$ cat src/rtl/awr_defs.vh
// Offsets, reset values and field codes of the ADC result and window slice
`ifndef AWR_DEFS_VH
`define AWR_DEFS_VH

// Special-function-register addresses
`define AWR_ADDR_RESULT_LOW      8'hBD
`define AWR_ADDR_UPPER_THR_LOW   8'hC3
`define AWR_ADDR_UPPER_THR_HIGH  8'hC4
`define AWR_ADDR_LOWER_THR_LOW   8'hC5
`define AWR_ADDR_LOWER_THR_HIGH  8'hC6

// Reset values of the threshold bytes
`define AWR_RST_UPPER_THR_LOW    8'hFF
`define AWR_RST_UPPER_THR_HIGH   8'hFF
`define AWR_RST_LOWER_THR_LOW    8'h00
`define AWR_RST_LOWER_THR_HIGH   8'h00

// Value returned for an unmapped address
`define AWR_RDATA_IDLE           8'h00

// Result justify setting codes
`define AWR_JST_RIGHT            3'h0
`define AWR_JST_SHR1             3'h1
`define AWR_JST_SHR2             3'h2
`define AWR_JST_SHR3             3'h3
`define AWR_JST_LEFT12           3'h4

// Left shift that left-justifies a 12-bit result in 16 bits
`define AWR_LEFT12_SHIFT         4

`endif

$ cat src/rtl/awr_cmp16.v
// Unsigned 16-bit magnitude comparator used by the window check
`timescale 1ns/10ps
`default_nettype none

module awr_cmp16 (
    // Operands
    input  wire [15:0] i_value,
    input  wire [15:0] i_limit,
    // Results
    output wire        o_above,
    output wire        o_below
);

    // Value strictly above limit
    assign o_above = (i_value > i_limit);
    // Value strictly below limit
    assign o_below = (i_value < i_limit);

endmodule // awr_cmp16

`default_nettype wire

$ cat src/rtl/awr_regs.v
// ADC result low byte and window-compare threshold registers
//
// Functional notes
// Result low read returns formatted accumulator low byte
// Result low write loads accumulator low byte
// Shifted results read zeros in upper bits
// Software avoids result writes in sync mode
// Upper threshold high holds compare bits 15:8
// Upper threshold low holds compare bits 7:0
// Lower threshold high holds compare bits 15:8
// Lower threshold low holds compare bits 7:0
// In 8-bit mode software zeroes low thresholds
// Completed conversion inside window sets compare flag
`timescale 1ns/10ps
`default_nettype none
`include "awr_defs.vh"

// Byte view of the conversion accumulator and the two window limits.
// Everything here sits in the core clock domain, so the strobes and the
// accumulator are used as they arrive, with no resynchronising stages.
// The high accumulator byte and the engine itself live elsewhere; this
// slice only formats, stores and compares.
module awr_regs (
    // Clock and reset
    input  wire        i_ref_clk,
    input  wire        i_sys_rst,
    // Special-function-register access from the core
    input  wire [7:0]  i_sfr_addr,
    input  wire        i_sfr_wr,
    input  wire        i_sfr_rd,
    input  wire [7:0]  i_sfr_wdata,
    output reg  [7:0]  o_sfr_rdata,
    output reg         o_sfr_rvalid,
    // Accumulator held by the conversion engine
    input  wire [15:0] i_acc,
    output wire        o_acc_low_wr,
    output reg  [7:0]  o_acc_low_data,
    // Converter settings
    input  wire [2:0]  i_result_justify_setting,
    input  wire        i_sync_mode,
    // Window compare
    input  wire        i_conv_done,
    input  wire        i_win_flag_clr,
    output reg         o_win_flag,
    output wire [15:0] o_upper_threshold,
    output wire [15:0] o_lower_threshold
);

    // Threshold storage bytes
    // Reset leaves an empty window, so no flag until limits are set
    reg  [7:0]  upper_threshold_low;   // Greater-than bits 7:0
    reg  [7:0]  upper_threshold_high;  // Greater-than bits 15:8
    reg  [7:0]  lower_threshold_low;   // Less-than bits 7:0
    reg  [7:0]  lower_threshold_high;  // Less-than bits 15:8

    // Formatting and decode
    reg  [15:0] next_result;           // Formatted accumulator
    reg  [7:0]  next_rdata;            // Read mux output
    reg         wr_result_low;         // Write hits result low byte
    wire        acc_above;             // Result above greater-than value
    wire        acc_below;             // Result below less-than value
    wire        in_window;             // Result inside window

    // Full thresholds toward comparator and other converter parts
    // Driven straight from the bytes, so they change at the write edge
    assign o_upper_threshold = {upper_threshold_high,
                                upper_threshold_low};
    assign o_lower_threshold = {lower_threshold_high,
                                lower_threshold_low};

    // Apply justification; right shifts fill upper bits with zeros
    // Logical shifts only: an arithmetic shift would smear the top bit.
    // The left shift drops the bits pushed past bit 15 on purpose.
    // Unused codes fall back to the plain value rather than to zero.
    always @* begin
        case (i_result_justify_setting)
            `AWR_JST_RIGHT: begin
                next_result = i_acc;
            end
            `AWR_JST_SHR1: begin
                next_result = i_acc >> 1;
            end
            `AWR_JST_SHR2: begin
                next_result = i_acc >> 2;
            end
            `AWR_JST_SHR3: begin
                next_result = i_acc >> 3;
            end
            `AWR_JST_LEFT12: begin
                next_result = i_acc << `AWR_LEFT12_SHIFT;
            end
            default: begin
                next_result = i_acc;
            end
        endcase
    end

    // Read data selection; unmapped addresses read zero
    // Pure selection: a read never disturbs the accumulator or the flag.
    // The result byte follows the live accumulator, not a snapshot.
    always @* begin
        case (i_sfr_addr)
            `AWR_ADDR_RESULT_LOW: begin
                next_rdata = next_result[7:0];
            end
            `AWR_ADDR_UPPER_THR_LOW: begin
                next_rdata = upper_threshold_low;
            end
            `AWR_ADDR_UPPER_THR_HIGH: begin
                next_rdata = upper_threshold_high;
            end
            `AWR_ADDR_LOWER_THR_LOW: begin
                next_rdata = lower_threshold_low;
            end
            `AWR_ADDR_LOWER_THR_HIGH: begin
                next_rdata = lower_threshold_high;
            end
            default: begin
                next_rdata = `AWR_RDATA_IDLE;
            end
        endcase
    end

    // Result low write decode; sync mode is left to software
    // Not gated by sync mode: dropping the write silently would hide a
    // software fault, so the store simply goes through as written.
    always @* begin
        wr_result_low = i_sfr_wr &&
                        (i_sfr_addr == `AWR_ADDR_RESULT_LOW);
    end

    // Accumulator low-byte load strobe toward the conversion engine
    assign o_acc_low_wr = wr_result_low;

    // Data of the load strobe; held between writes
    // The byte lands one edge after the strobe; the engine must use it
    // from the following cycle, or take the write data directly.
    // Any write refreshes it, so it is only meaningful after a strobe.
    always @(posedge i_ref_clk or posedge i_sys_rst) begin
        if (i_sys_rst) begin
            o_acc_low_data <= 8'h00;
        end else if (i_sfr_wr) begin
            o_acc_low_data <= i_sfr_wdata;
        end
    end

    // Threshold register writes
    // Each byte is independent, with no shadow latch for the pair, so a
    // compare between the two byte writes sees a half-updated limit.
    // Software should change limits only while conversions are idle.
    always @(posedge i_ref_clk or posedge i_sys_rst) begin
        if (i_sys_rst) begin
            upper_threshold_low  <= `AWR_RST_UPPER_THR_LOW;
            upper_threshold_high <= `AWR_RST_UPPER_THR_HIGH;
            lower_threshold_low  <= `AWR_RST_LOWER_THR_LOW;
            lower_threshold_high <= `AWR_RST_LOWER_THR_HIGH;
        end else if (i_sfr_wr) begin
            case (i_sfr_addr)
                `AWR_ADDR_UPPER_THR_LOW: begin
                    upper_threshold_low <= i_sfr_wdata;
                end
                `AWR_ADDR_UPPER_THR_HIGH: begin
                    upper_threshold_high <= i_sfr_wdata;
                end
                `AWR_ADDR_LOWER_THR_LOW: begin
                    lower_threshold_low <= i_sfr_wdata;
                end
                `AWR_ADDR_LOWER_THR_HIGH: begin
                    lower_threshold_high <= i_sfr_wdata;
                end
                default: begin
                    upper_threshold_low <= upper_threshold_low;
                end
            endcase
        end
    end

    // Registered read answer, one cycle after the read strobe
    // One cycle of latency buys a clean flop output toward the core bus.
    always @(posedge i_ref_clk or posedge i_sys_rst) begin
        if (i_sys_rst) begin
            o_sfr_rdata  <= `AWR_RDATA_IDLE;
            o_sfr_rvalid <= 1'b0;
        end else begin
            o_sfr_rvalid <= i_sfr_rd;
            if (i_sfr_rd) begin
                o_sfr_rdata <= next_rdata;
            end
        end
    end

    // Comparator against the greater-than value
    // Both compares use the formatted value, as software reads it.
    awr_cmp16 u_cmp_upper (
        .i_value (next_result),
        .i_limit (o_upper_threshold),
        .o_above (acc_above),
        .o_below ()
    );

    // Comparator against the less-than value
    awr_cmp16 u_cmp_lower (
        .i_value (next_result),
        .i_limit (o_lower_threshold),
        .o_above (),
        .o_below (acc_below)
    );

    // Inside the window: above greater-than and below less-than
    // A result equal to either limit does not count as inside
    assign in_window = acc_above && acc_below;

    // Sticky window flag; a new hit wins over a clear
    // Losing a hit to a clear in the same cycle would drop an event.
    always @(posedge i_ref_clk or posedge i_sys_rst) begin
        if (i_sys_rst) begin
            o_win_flag <= 1'b0;
        end else if (i_conv_done && in_window) begin
            o_win_flag <= 1'b1;
        end else if (i_win_flag_clr) begin
            o_win_flag <= 1'b0;
        end
    end

endmodule // awr_regs

`default_nettype wire

$ cat config.mk
export PLATFORM = sky130hd
export DESIGN_NAME = awr_regs
export DESIGN_NICKNAME = d
export VERILOG_FILES = /design/src/rtl/awr_cmp16.v /design/src/rtl/awr_regs.v
export VERILOG_INCLUDE_DIRS = /design/src /design/src/rtl
export SDC_FILE = /design/constraint.sdc
export NUM_CORES = 1
export LEC_CHECK = 0
export BUFFER_PORTS_ARGS = -buffer_cell sky130_fd_sc_hd__buf_4
export CAP_MARGIN = 10
export CELL_PAD_IN_SITES_DETAIL_PLACEMENT = 0
export CELL_PAD_IN_SITES_GLOBAL_PLACEMENT = 1
export CORE_MARGIN = 1.5
export CORE_UTILIZATION = 42
export DETAILED_ROUTE_END_ITERATION = 7
export PLACE_DENSITY_LB_ADDON = 0.2
export SETUP_SLACK_MARGIN = 0.4
export SLEW_MARGIN = 15
export SYNTH_ARGS = -nofsm -noshare
export SYNTH_HDL_FRONTEND = slang
export SYNTH_HIERARCHICAL = 1
export SYNTH_SLANG_ARGS = --single-unit
$ cat constraint.sdc
create_clock -name i_ref_clk -period 2.07 [get_ports i_ref_clk]
set_input_delay 0.207 -clock i_ref_clk [delete_from_list [all_inputs] [get_ports i_ref_clk]]
set_output_delay 0.207 -clock i_ref_clk [all_outputs]
set_load 0.1 [all_outputs]
==> results.yml <==
finish:
  fin_util_pct: 63.2
  area_growth_pct: 46.1
  diodes: 0
  share_of_cells_above_drive_strength_1_pct: 52.5
  final_nets: 629
timing:
  slew_violations: 0
  timing_hold_violations_final: 0
  slew_headroom_pct: 56.9
  worst_clock_skew_ns: 0.00570
  maxClockFrequency_ghz: 0.491
  setup-violations-final: 0
  tightest_slew_ns: 0.647
  fin_setup_tns_ns: 0
  finalHoldWorstSlack_ns: 0.0224
  fin_crit_sh_pct: 98.4
  period_needed_ns: 2.04
  setup_repair_after_global_routing_missed_its_margin: "yes"
grt:
  grt_first_pass_wirelength_um: 19800
  grt_overflow: 0
  global_route.usage.total_pct: 25.1
  grt_max_degree: 23
  antenna_found_initial: 0
  grt_pass1_vias: 3821
placed_design:
  finalWeightedCongestion: 0.862
  hpwlAfterDp_um: 9500
  place.port_buffers: 91
worst_setup_path:
  setup.worst_path.start_class: "input pin"
  cp_max_fo: 7
  crit_chain: "buf_12 > or2_4 > a311oi_4 > buf_4 > inv_4 > ha_4 > a21oi_2 > o21ai_2 > a22o_1 > o31a_1 > nand3_1 > o21ai_1"
  critical_path_required_ns: 2.28
  crit_path_end_kind: "flip-flop"
  timing.critical_path.arrival_ns: 2.24
  cpMaxStageDelayCell: "sky130_fd_sc_hd__a311oi_4"
  worstSetupPathType: "input pin to flip-flop"
  cpPeakStageDelay_ns: 0.34
  worst-r2r-cell-count: 8
routing:
  wl_met3_um: 514
  vias: 3770
  drt-wirelength-per-cell_um: 18.5
  drt_first_pass_iters: 4
  drc: 0
  final_wl_um: 12700
  viasPerCell: 5.50
  antenna_violating_nets_post_route: 0
  routed.top_layer: "met4"
  drt_first_iter_violations: 103
  wl_met2_um: 6330
  met1_length_um: 5680
floorplanning:
  die_y_um: 101
  floorplan.die_area_um2: 10100
  core_region_area_um2: 9240
  top_level_ports: 93
  rows: 35
  starting_utilization_of_the_core_area_pct: 43.3
  chipWidth_um: 101
power:
  vdd_ir_drop_max_mv: 0.547
  power_density_nw_per_um2: 553
  power.static_leakage_nw: 2.71
  power.total_w: 0.00323
status:
  outcome: "finished, final reports clean"
clock_tree:
  cts_root_buf: "sky130_fd_sc_hd__clkbuf_8"
  clkLatencyLatePin_ns: 0.31
  clk_transition_reported_paths_ns: 0.10
  cts_inserted_buffers: 5
  clock_sinks: 50
  tritoncts: "done"
  htreeDepth: 2
  clk_path_buf_depth: 2
synthesis:
  mapped_avg_cell_area_um2: 9.80
  yosys_warnings: 6
  synthCells: 408
  mappedNetlistArea_um2: 4000
  syn_nets: 482
run:
  maxCapViolations: 0
hold_path:
  min_delay_path_depth: 1
  hold_path_class: "input pin to flip-flop"
[state kept, by name (all words and copies together) (netlist names)]
| name | flops |
|---|---|
| o_acc_low_data | 8 |
| o_win_flag | 1 |
| upper_threshold_high | 8 |
| lower_threshold_low | 8 |
| lower_threshold_high | 8 |
| o_sfr_rdata | 8 |
| o_sfr_rvalid | 1 |
| upper_threshold_low | 8 |
[where the power goes]
part | internal (W) | switching [W] | leakage, nW
Combinational | 0.000540 | 0.000876 | 2.04
Clock | 0.000363 | 0.000362 | 0.0585
Sequential | 0.00104 | 0.0000511 | 0.614
[path summary, 6_finish.rpt]
check / start / end / slack (ns)
worst min register to register: o_acc_low_data[6] / o_acc_low_data[6] / 0.52
worst max register to register: upper_threshold_low[3] / o_win_flag / 0.16
min in group asynchronous: i_sys_rst / o_acc_low_data[6] / 0.48
worst max-delay path: i_result_justify_setting[0] / o_win_flag / 0.03
max in group asynchronous: i_sys_rst / upper_threshold_high[3] / 0.90
worst min-delay path: i_sfr_rd / o_sfr_rvalid / 0.02
[per-stage QoR]
stage | area, um^2 | instances | worst slack (ns)
floorplan | 4120 | 408 | -0.106
global placement | 5250 | 667 | -0.465
detailed placement | 5250 | 667 | -0.480
CTS | 5590 | 679 | 0.0439
global route | 5840 | 685 | -0.0279
finish | 5840 | 685 | 0.0339
[timing repair]
| item | in CTS | in global routing |
|---|---|---|
| endpoints found under the setup margin | 1 | 1 |
| gates resized for setup | 36 | 30 |
| setup buffers | 1 | 4 |
| cloned | 2 | 2 |
| pin swaps | 14 | 16 |
| hold endpoints to repair | 15 | 0 |
| hold buffers | 1 | 0 |
[worst max-delay path, delay by kind of cell]
| kind | cells | cell delay (ns) |
|---|---|---|
| adder cells (fa/ha/maj) | 1 | 0.24 |
| AO/OA/AOI/OAI | 6 | 1.07 |
| AND/OR/NAND/NOR | 2 | 0.36 |
| buffers and inverters | 3 | 0.36 |
[final cells by class]
cell class | instances | area [um^2]
timing repair buffer | 163 | 1340
clock inverter | 3 | 43.8
sequential | 50 | 1270
fill | 762 | 3400
tap | 129 | 161
inverter | 45 | 171
clock buffer | 5 | 68.8
multi-input combinational | 290 | 2790
[cells in the final DEF, fill, tap and decap left out, drive strengths merged, types with 2 or more instances in the layout]
cell type,n
buf,160
inv,45
mux2,40
dfrtp,34
ha,32
mux2i,24
nand2,23
a21oi,23
nor2,21
dfstp,16
o21ai,15
a22o,10
nand4b,9
a211oi,8
nand2b,7
nand3,7
clkbuf,7
a22oi,6
o211ai,5
o22ai,5
nand4,5
o21a,4
o211a,4
a221o,4
a32oi,4
nor2b,4
nor3,4
nor4,4
a221oi,2
a311oi,2
mux4,2
a31o,2
a31oi,2
a21o,2
clkinv,2
nor4b,2
[routing by layer]
layer | vias up | GRT usage [%]
met4 | 0 | 4.66
met3 | 11 | 2.15
met2 | 106 | 44.3
met1 | 1857 | 34.0
met5 | - | 0
li1 | 1796 | -
Power figures use the tool's default switching activity.
